**src/logic/amh_pkg.sv**
```systemverilog
// constants, field layouts and carrier types of the error mask, control and header log bank
`default_nettype none

package amh_pkg;

    localparam int unsigned AMH_ADDR_W = 12;

    // register byte addresses
    localparam logic [11:0] AMH_CORR_STATUS_OFF = 12'h110;
    localparam logic [11:0] AMH_CORR_MASK_OFF   = 12'h114;
    localparam logic [11:0] AMH_ERR_CTL_OFF     = 12'h118;
    localparam logic [11:0] AMH_HDR_LOG0_OFF    = 12'h11c;
    localparam logic [11:0] AMH_HDR_LOG1_OFF    = 12'h120;
    localparam logic [11:0] AMH_HDR_LOG2_OFF    = 12'h124;
    localparam logic [11:0] AMH_HDR_LOG3_OFF    = 12'h128;

    // correctable event bit positions, shared by status and mask
    localparam int unsigned AMH_RECEIVER_ERROR_BIT  = 0;
    localparam int unsigned AMH_BAD_TLP_BIT         = 6;
    localparam int unsigned AMH_BAD_LINK_BIT        = 7;
    localparam int unsigned AMH_REPLAY_ROLLOVER_BIT = 8;
    localparam int unsigned AMH_REPLAY_TIMEOUT_BIT  = 12;
    localparam int unsigned AMH_ADVISORY_BIT        = 13;
    localparam logic [31:0] AMH_CORR_DEFINED = 32'h0000_31c1;
    localparam logic [31:0] AMH_MASK_RESET   = 32'h0000_2000;
    localparam logic [31:0] AMH_STATUS_RESET = 32'h0000_0000;

    // error control layout
    localparam int unsigned AMH_FEP_LSB      = 0;
    localparam int unsigned AMH_FEP_W        = 5;
    localparam int unsigned AMH_GEN_CAP_BIT  = 5;
    localparam int unsigned AMH_GEN_EN_BIT   = 6;
    localparam int unsigned AMH_CHK_CAP_BIT  = 7;
    localparam int unsigned AMH_CHK_EN_BIT   = 8;
    localparam logic        AMH_CAP_RESET    = 1'b1;
    localparam logic        AMH_EN_RESET     = 1'b0;
    localparam logic [4:0]  AMH_FEP_RESET    = 5'h00;
    localparam logic [31:0] AMH_HDR_RESET    = 32'h0000_0000;

    // axi response codes
    localparam logic [1:0] AMH_RESP_OKAY   = 2'h0;
    localparam logic [1:0] AMH_RESP_DECERR = 2'h3;

    // one uncorrectable error report with the offending header, dw0 lowest
    typedef struct packed {
        logic             valid;
        logic [4:0]       bit_pos;
        logic [3:0][31:0] hdr;
    } amh_unc_t;

    // byte-enable merge of write data into an old register value
    function automatic logic [31:0] amh_merge(input logic [31:0] old_val,
                                              input logic [31:0] wdata,
                                              input logic [3:0]  strb);
        logic [31:0] be;
        be = {{8{strb[3]}}, {8{strb[2]}}, {8{strb[1]}}, {8{strb[0]}}};
        return (old_val & ~be) | (wdata & be);
    endfunction

endpackage

`default_nettype wire

```
**src/logic/amh_aer_regs.sv**
```systemverilog
// error mask, error control and header log registers of one port, axi4-lite slave
`default_nettype none

module amh_aer_regs (
    input  wire logic              aclk,
    input  wire logic              aresetn,
    input  wire logic              hot_reset,
    input  wire logic              cfg_unlock,
    input  wire logic [31:0]       corr_event,
    input  wire amh_pkg::amh_unc_t unc_err,
    input  wire logic              unc_ack,
    input  wire logic              s_axi_awvalid,
    output logic                   s_axi_awready,
    input  wire logic [11:0]       s_axi_awaddr,
    input  wire logic              s_axi_wvalid,
    output logic                   s_axi_wready,
    input  wire logic [31:0]       s_axi_wdata,
    input  wire logic [3:0]        s_axi_wstrb,
    output logic                   s_axi_bvalid,
    input  wire logic              s_axi_bready,
    output logic [1:0]             s_axi_bresp,
    input  wire logic              s_axi_arvalid,
    output logic                   s_axi_arready,
    input  wire logic [11:0]       s_axi_araddr,
    output logic                   s_axi_rvalid,
    input  wire logic              s_axi_rready,
    output logic [31:0]            s_axi_rdata,
    output logic [1:0]             s_axi_rresp,
    output logic                   irq,
    output logic                   corr_report,
    output logic                   crc_gen_en,
    output logic                   crc_chk_en,
    output logic [4:0]             first_error_pointer
);

    logic [11:0]      waddr_reg;
    logic [31:0]      wdata_reg;
    logic [3:0]       wstrb_reg;
    logic             do_write;
    logic [31:0]      correctable_status_reg;
    logic [31:0]      correctable_mask_reg;
    logic             crc_gen_capable_reg;
    logic             crc_check_capable_reg;
    logic             pending_reg;
    logic [3:0][31:0] header_log_word_reg;
    logic [31:0]      ctl_view;
    logic [31:0]      events;
    logic             capture;
    logic             wr_status;
    logic             wr_mask;
    logic             wr_ctl;
    logic [32:0]      wr_lookup;
    logic [32:0]      rd_lookup;

    // decode helper used by both the write and the read path
    function automatic logic addr_hit(input logic [11:0] a, input logic [11:0] off);
        return a[11:2] == off[11:2];
    endfunction

    // reads have no side effects, so one mux serves every read
    function automatic logic [32:0] read_word(input logic [11:0] a);
        logic [32:0] r;
        r = {1'b1, 32'h0000_0000};
        if (addr_hit(a, amh_pkg::AMH_CORR_STATUS_OFF)) begin
            r = {1'b0, correctable_status_reg};
        end else if (addr_hit(a, amh_pkg::AMH_CORR_MASK_OFF)) begin
            r = {1'b0, correctable_mask_reg};
        end else if (addr_hit(a, amh_pkg::AMH_ERR_CTL_OFF)) begin
            r = {1'b0, ctl_view};
        end else if (addr_hit(a, amh_pkg::AMH_HDR_LOG0_OFF)) begin
            r = {1'b0, header_log_word_reg[0]};
        end else if (addr_hit(a, amh_pkg::AMH_HDR_LOG1_OFF)) begin
            r = {1'b0, header_log_word_reg[1]};
        end else if (addr_hit(a, amh_pkg::AMH_HDR_LOG2_OFF)) begin
            r = {1'b0, header_log_word_reg[2]};
        end else if (addr_hit(a, amh_pkg::AMH_HDR_LOG3_OFF)) begin
            r = {1'b0, header_log_word_reg[3]};
        end
        return r;
    endfunction

    // control register as software sees it; bits 31:9 stay zero
    always_comb begin
        ctl_view = 32'h0000_0000;
        ctl_view[amh_pkg::AMH_FEP_LSB +: amh_pkg::AMH_FEP_W] = first_error_pointer;
        ctl_view[amh_pkg::AMH_GEN_CAP_BIT] = crc_gen_capable_reg;
        ctl_view[amh_pkg::AMH_GEN_EN_BIT]  = crc_gen_en;
        ctl_view[amh_pkg::AMH_CHK_CAP_BIT] = crc_check_capable_reg;
        ctl_view[amh_pkg::AMH_CHK_EN_BIT]  = crc_chk_en;
    end

    // write strobes: address and data both held, response not yet pending
    assign do_write  = !s_axi_awready && !s_axi_wready && !s_axi_bvalid;
    assign wr_status = do_write && addr_hit(waddr_reg, amh_pkg::AMH_CORR_STATUS_OFF);
    assign wr_mask   = do_write && addr_hit(waddr_reg, amh_pkg::AMH_CORR_MASK_OFF);
    assign wr_ctl    = do_write && addr_hit(waddr_reg, amh_pkg::AMH_ERR_CTL_OFF);
    assign events    = corr_event & amh_pkg::AMH_CORR_DEFINED;
    // lookups kept as nets: a bit-select straight off a call result is not portable
    assign wr_lookup = read_word(waddr_reg);
    assign rd_lookup = read_word(s_axi_araddr);
    // a new error may load the log once the old one is acknowledged, even in the same cycle
    assign capture   = unc_err.valid && (!pending_reg || unc_ack);

    // write address and data channels, taken in either order
    always_ff @(posedge aclk) begin
        if (!aresetn) begin
            s_axi_awready <= 1'b1;
            s_axi_wready  <= 1'b1;
            waddr_reg     <= 12'h000;
            wdata_reg     <= 32'h0000_0000;
            wstrb_reg     <= 4'h0;
        end else begin
            if (s_axi_awvalid && s_axi_awready) begin
                s_axi_awready <= 1'b0;
                waddr_reg     <= s_axi_awaddr;
            end
            if (s_axi_wvalid && s_axi_wready) begin
                s_axi_wready <= 1'b0;
                wdata_reg    <= s_axi_wdata;
                wstrb_reg    <= s_axi_wstrb;
            end
            // reopen both channels only once the response is taken
            if (s_axi_bvalid && s_axi_bready) begin
                s_axi_awready <= 1'b1;
                s_axi_wready  <= 1'b1;
            end
        end
    end

    // write response, one cycle after both halves are held
    always_ff @(posedge aclk) begin
        if (!aresetn) begin
            s_axi_bvalid <= 1'b0;
            s_axi_bresp  <= amh_pkg::AMH_RESP_OKAY;
        end else if (do_write) begin
            s_axi_bvalid <= 1'b1;
            s_axi_bresp  <= wr_lookup[32] ? amh_pkg::AMH_RESP_DECERR
                                          : amh_pkg::AMH_RESP_OKAY;
        end else if (s_axi_bready) begin
            s_axi_bvalid <= 1'b0;
        end
    end

    // read channel, data one cycle after the address is taken
    always_ff @(posedge aclk) begin
        if (!aresetn) begin
            s_axi_arready <= 1'b1;
            s_axi_rvalid  <= 1'b0;
            s_axi_rdata   <= 32'h0000_0000;
            s_axi_rresp   <= amh_pkg::AMH_RESP_OKAY;
        end else if (s_axi_arvalid && s_axi_arready) begin
            s_axi_arready <= 1'b0;
            s_axi_rvalid  <= 1'b1;
            s_axi_rdata   <= rd_lookup[31:0];
            s_axi_rresp   <= rd_lookup[32] ? amh_pkg::AMH_RESP_DECERR
                                           : amh_pkg::AMH_RESP_OKAY;
        end else if (s_axi_rvalid && s_axi_rready) begin
            s_axi_rvalid  <= 1'b0;
            s_axi_arready <= 1'b1;
        end
    end

    // correctable status: event set wins over a write-one clear in the same cycle
    always_ff @(posedge aclk) begin
        if (!aresetn) begin
            correctable_status_reg <= amh_pkg::AMH_STATUS_RESET;
        end else begin
            correctable_status_reg <=
                (correctable_status_reg
                 & ~(wr_status ? amh_pkg::amh_merge(32'h0000_0000, wdata_reg, wstrb_reg)
                               : 32'h0000_0000)
                 & amh_pkg::AMH_CORR_DEFINED)
                | events;
        end
    end

    // mask: sticky, so hot reset leaves it alone; undefined bits never store
    always_ff @(posedge aclk) begin
        if (!aresetn) begin
            correctable_mask_reg <= amh_pkg::AMH_MASK_RESET;
        end else if (wr_mask) begin
            correctable_mask_reg <= amh_pkg::amh_merge(correctable_mask_reg, wdata_reg,
                                                       wstrb_reg)
                                    & amh_pkg::AMH_CORR_DEFINED;
        end
    end

    // crc enables are sticky and steer the packet path outside
    always_ff @(posedge aclk) begin
        if (!aresetn) begin
            crc_gen_en <= amh_pkg::AMH_EN_RESET;
            crc_chk_en <= amh_pkg::AMH_EN_RESET;
        end else if (wr_ctl && wstrb_reg[0]) begin
            crc_gen_en <= wdata_reg[amh_pkg::AMH_GEN_EN_BIT];
        end
        if (aresetn && wr_ctl && wstrb_reg[1]) begin
            crc_chk_en <= wdata_reg[amh_pkg::AMH_CHK_EN_BIT];
        end
    end

    // capability bits are not sticky: any reset restores them, writes need the lock open
    always_ff @(posedge aclk) begin
        if (!aresetn || hot_reset) begin
            crc_gen_capable_reg   <= amh_pkg::AMH_CAP_RESET;
            crc_check_capable_reg <= amh_pkg::AMH_CAP_RESET;
        end else if (wr_ctl && cfg_unlock) begin
            if (wstrb_reg[0]) begin
                crc_gen_capable_reg <= wdata_reg[amh_pkg::AMH_GEN_CAP_BIT];
            end
            if (wstrb_reg[0]) begin
                crc_check_capable_reg <= wdata_reg[amh_pkg::AMH_CHK_CAP_BIT];
            end
        end
    end

    // first error pointer and header log, frozen until the error is acknowledged
    always_ff @(posedge aclk) begin
        if (!aresetn) begin
            pending_reg         <= 1'b0;
            first_error_pointer <= amh_pkg::AMH_FEP_RESET;
            header_log_word_reg <= {4{amh_pkg::AMH_HDR_RESET}};
        end else if (capture) begin
            pending_reg         <= 1'b1;
            first_error_pointer <= unc_err.bit_pos;
            header_log_word_reg <= unc_err.hdr;
        end else if (unc_ack) begin
            pending_reg <= 1'b0;
        end
    end

    // report upward only unmasked events; the interrupt follows unmasked status
    always_ff @(posedge aclk) begin
        if (!aresetn) begin
            corr_report <= 1'b0;
            irq         <= 1'b0;
        end else begin
            corr_report <= |(events & ~correctable_mask_reg);
            irq         <= |(correctable_status_reg & ~correctable_mask_reg);
        end
    end

    a_masked_no_report: assert property (@(posedge aclk) disable iff (!aresetn)
        ((events & ~correctable_mask_reg) == 32'h0000_0000) |=> !corr_report)
        else $error("masked event was reported");

    a_event_recorded: assert property (@(posedge aclk) disable iff (!aresetn)
        (events != 32'h0000_0000)
        |=> ((correctable_status_reg & $past(events)) == $past(events)))
        else $error("correctable event not recorded");

    a_mask_reserved: assert property (@(posedge aclk) disable iff (!aresetn)
        ##1 ((correctable_mask_reg & ~amh_pkg::AMH_CORR_DEFINED) == 32'h0000_0000))
        else $error("reserved mask bit set");

    a_ctl_upper_zero: assert property (@(posedge aclk) disable iff (!aresetn)
        s_axi_rvalid && $past(addr_hit(s_axi_araddr, amh_pkg::AMH_ERR_CTL_OFF)
                              && s_axi_arvalid && s_axi_arready)
        |-> s_axi_rdata[31:9] == 23'h000000)
        else $error("control reserved bits read nonzero");

    a_hot_keeps_sticky: assert property (@(posedge aclk) disable iff (!aresetn)
        hot_reset && !do_write |=> $stable(correctable_mask_reg) && $stable(crc_gen_en)
                                   && crc_gen_capable_reg && crc_check_capable_reg)
        else $error("hot reset disturbed sticky state");

    a_log_frozen: assert property (@(posedge aclk) disable iff (!aresetn)
        pending_reg && !unc_ack |=> $stable(header_log_word_reg)
                                    && $stable(first_error_pointer))
        else $error("header log overwritten while pending");

    a_log_loaded: assert property (@(posedge aclk) disable iff (!aresetn)
        unc_err.valid && !pending_reg
        |=> header_log_word_reg == $past(unc_err.hdr)
            && first_error_pointer == $past(unc_err.bit_pos) && pending_reg)
        else $error("header log not captured");

    a_irq_follows: assert property (@(posedge aclk) disable iff (!aresetn)
        (correctable_status_reg & ~correctable_mask_reg) != 32'h0000_0000 |=> irq)
        else $error("interrupt missing for unmasked status");

    a_write_answer: assert property (@(posedge aclk) disable iff (!aresetn)
        wr_ctl && wstrb_reg[0] |=> s_axi_bvalid
            && crc_gen_en == $past(wdata_reg[amh_pkg::AMH_GEN_EN_BIT]))
        else $error("control write not applied or not answered");

endmodule

`default_nettype wire

```
**config.mk**
```make
export PLATFORM = sky130hd
export DESIGN_NAME = amh_aer_regs
export DESIGN_NICKNAME = d
export VERILOG_FILES = /design/src/logic/amh_pkg.sv /design/src/logic/amh_aer_regs.sv
export SDC_FILE = /design/constraint.sdc
export NUM_CORES = 1
export LEC_CHECK = 0
export ABC_AREA = 1
export BUFFER_PORTS_ARGS = -buffer_cell sky130_fd_sc_hd__buf_2
export CAP_MARGIN = 20
export CORE_MARGIN = 2
export CORE_UTILIZATION = 31
export DETAILED_ROUTE_END_ITERATION = 10
export PLACE_DENSITY = 0.64
export SYNTH_ARGS = -nofsm -noshare
export SYNTH_HDL_FRONTEND = slang
export SYNTH_SLANG_ARGS = --single-unit
```
**constraint.sdc**
```tcl
create_clock -name aclk -period 3.5 [get_ports aclk]
set_input_delay 0.7 -clock aclk [delete_from_list [all_inputs] [get_ports aclk]]
set_output_delay 0.7 -clock aclk [all_outputs]
set_load 0.01 [all_outputs]
```
==> flow_summary.toml <==
[run_status]
result_of_the_run = "finished, final reports clean"

[yosys]
synthArstFlopShare_pct = 0
syn-num-nets = 1507
synth_area_sq_mm = 0.00895
syn-instance-count = 1271
synth.avg_cell_area_sq_um = 7.04
synthDistinctLibCells = 32
synth_enable_flop_cells = 1
synthFlopType = "dfxtp_1"
yosys_warnings = 0
seq_area_frac_synth_pct = 47.1
synth_seq_cells = 210

[grt]
grt_antenna_before_repair = 9
groute.layer.met1.usage_pct = 21.0
groute.usage.overall_pct = 17.9
globalRouteMet3Util_pct = 4.51
met2_usage_pct = 32.4
maximum_number_of_pins_on_one_net_before_global_route_repair = 171
number_of_global_route_vias_before_repair = 8237
global_route_wire_length_before_repair_um = 43300
grt-ovfl-total = 0
highest_utilization_routing_layer_at_the_global_route_stage = "met2"

[power]
leakage_component_of_the_power_nw = 5.15
power.share.switching_pct = 24.1
share_seq_of_total_power_pct = 43.7
ir_drop_v = 0.000320
total_switching_power_mw = 1.44
internal_power_mw = 4.56
share_comb_of_total_power_pct = 9.4
power.share.clock_pct = 46.9
power.density_mw_per_mm2 = 534

[finish]
num-fill-cells = 3090
mostFrequentLayoutCells = "nor2_1, buf_2, dfxtp_1, nand2_1, o21ai_0"
mostFrequentLayoutCell = "nor2_1"
area_growth_pct = 25.6
post_route_cells_drive_above_1_share_pct = 21.1
finalCoreUtilization_pct = 39.4
final_stage_net_count = 1695
final_cell_count_no_fill = 1867
largest_reg_flops = 128

[setup_path]
crit_arrival_ns = 2.52
worstPathBufferInverterCount = 3
worst-endpoint-required_ns = 3.85
critPathMaxStageDelay_ns = 0.38
slowest_stage = "buf_4"
timing.critical_path.from_type = "input port"
regToRegStartpoint = "s_axi_wready"
critical_path.top_delay_family = "simple AND/OR/NAND/NOR gates"
cp_max_fo = 28
critical_path_class = "input port to register"
r2r_setup_slack_ns = 1.64
timing.reg2reg.worst_path_depth = 8
list_of_cells_traversed_by_the_critical_path = "buf_2 -> inv_1 -> nand2_2 -> nor2_8 -> nand2_8 -> nor2_8 -> nand2_2 -> buf_4 -> nor2_1 -> nor2_1 -> nand2_1 -> a21oi_1"
critical_path.endpoint_type = "register"

[drt]
drt-initial-drc-count = 584
detail_route.wl_per_cell_um = 14.9
route.detailed.vias_per_inst = 4.64
drt_pass1_iterations = 5
drtAntennaViolNets = 0
routed-via-count = 8665
route.final.wire_length_um = 27800
detail_route.drc_violations = 0

[hold_path]
timing.hold.worst_path_depth = 3
worst_min_path_class = "input port to register"
min_from = "hot_reset"
whs_endpoint = "crc_gen_capable_reg"

[clock_tree]
worst_setup_hold_path_clk_slew_ns = 0.06
post_cts_hold_buffer_count = 0
post_cts.resized_instances = 0
cts_setup_buffers = 0
numClockSinks = 210
root_buffer = "clkbuf_16"
ctsHtreeMaxLevel = 1
cts_tree = "yes"
ctsLongestPathBuffers = 3
cts_made_buffers = 24
clk-insertion-delay-late_ns = 0.51

[floorplan]
chipWidth_um = 174
die_height_um = 174
placementRows = 62
total_die_area_sq_mm = 0.0303
core_area_sq_mm = 0.0285
initial_cell_density_of_the_core_pct = 31.4
boundaryPins = 286

[place]
placed_cells_incl_taps = 1817
port-buffer-count = 228
dpl.hpwl_um = 19500
place.gp.congestion = 0.841

[timing]
skew_ns = 0.00847
final_cycle_utilization_of_the_critical_path_pct = 62.2
final_max_slew_viol_count = 0
max_slew_margin_pct = 30.1
tightest_slew_ns = 1.05
rsz0062_at_grt = "false"
fmaxAchievable_mhz = 459
timing.setup.tns_ns = 0
setup_viol = 0
post-route-min-period_ns = 2.18
hold_viol = 0

[job]
drv_cap = 0
## tightest hold or removal path: cells and delay by family
family | cells | cell delay, ns
buffers and inverters | 1 | 0.08
AOI/OAI and AO/OA | 1 | 0.07
and+or+nand+nor | 1 | 0.05
## cells in the mapped netlist, drive strengths merged, types with 4 or more instances
library cell  number  area, sq um
buf               20          136
nor2             304         1230
nand2            215          851
nand3             31          168
a21oi            107          536
inv               93          352
nand4              8         50.1
dfxtp            209         4180
clkbuf            54          203
nor3               6         30.0
o22ai              4         25.0
o21ai            203         1020
o211ai             9         67.6
## logic make-up after synthesis
| family | count (synthesis) | synth area share (%) |
|---|---|---|
| AOI/OAI and AO/OA | 326 | 18.6 |
| buffers and inverters | 167 | 7.71 |
| DFF | 210 | 47.1 |
| and+or+nand+nor | 568 | 26.6 |
## cell type report
class	instances	area, sq um	area share (%)
antenna	6	15.0	0.134
clock buffer	34	719	6.40
clock inverter	10	178	1.58
inverter	93	353	3.14
multi-input combinational	894	4060	36.1
sequential	210	4210	37.5
tap	384	480	4.27
timing repair buffer	236	1230	10.9
## how the worst max path moves through the flow
| stage | endpoint | slack [ns] | depth (start not counted) | from |
|---|---|---|---|---|
| 4_1_cts | s_axi_rdata[17] | 1.34 | 12 | s_axi_araddr[9] |
| 5_1_grt | s_axi_rdata[16] | 1.12 | 12 | s_axi_araddr[9] |
| 3_3_place_gp | s_axi_rdata[17] | 0.83 | 12 | s_axi_araddr[9] |
| 2_1_floorplan | s_axi_rdata[30] | 1.52 | 13 | s_axi_araddr[9] |
| 6_report | s_axi_rdata[17] | 1.32 | 12 | s_axi_araddr[9] |
| 3_5_place_dp | s_axi_rdata[28] | 0.81 | 11 | s_axi_araddr[9] |
## per-layer routing
layer	wire (um)	up-vias
met4	711	6
li1	-	4475
met5	32	-
met2	13600	242
met1	11500	3895
met3	1930	47
## per-stage QoR
step / power (mW) / setup WS, ns / hold slack [ns] / instance area, sq um
final: 6.00 / 1.32 / 0.426 / 11200
after global routing: 6.26 / 1.12 / 0.430 / 11200
after CTS: 6.07 / 1.34 / 0.414 / 11200
after detailed placement: 3.25 / 0.815 / 0.439 / 10300
after global placement: 3.23 / 0.829 / 0.434 / 10300
after floorplan: 3.01 / 1.52 / 0.425 / 8950
## power groups by stage
stage	Clock, mW	Combinational, mW	Sequential, mW
after floorplan	0	0.350	2.66
after global placement	0	0.558	2.67
after detailed placement	0	0.570	2.68
after CTS	2.87	0.573	2.62
after global routing	2.97	0.647	2.64
final	2.81	0.564	2.62
No activity file was read; power rests on OpenSTA's default activity.
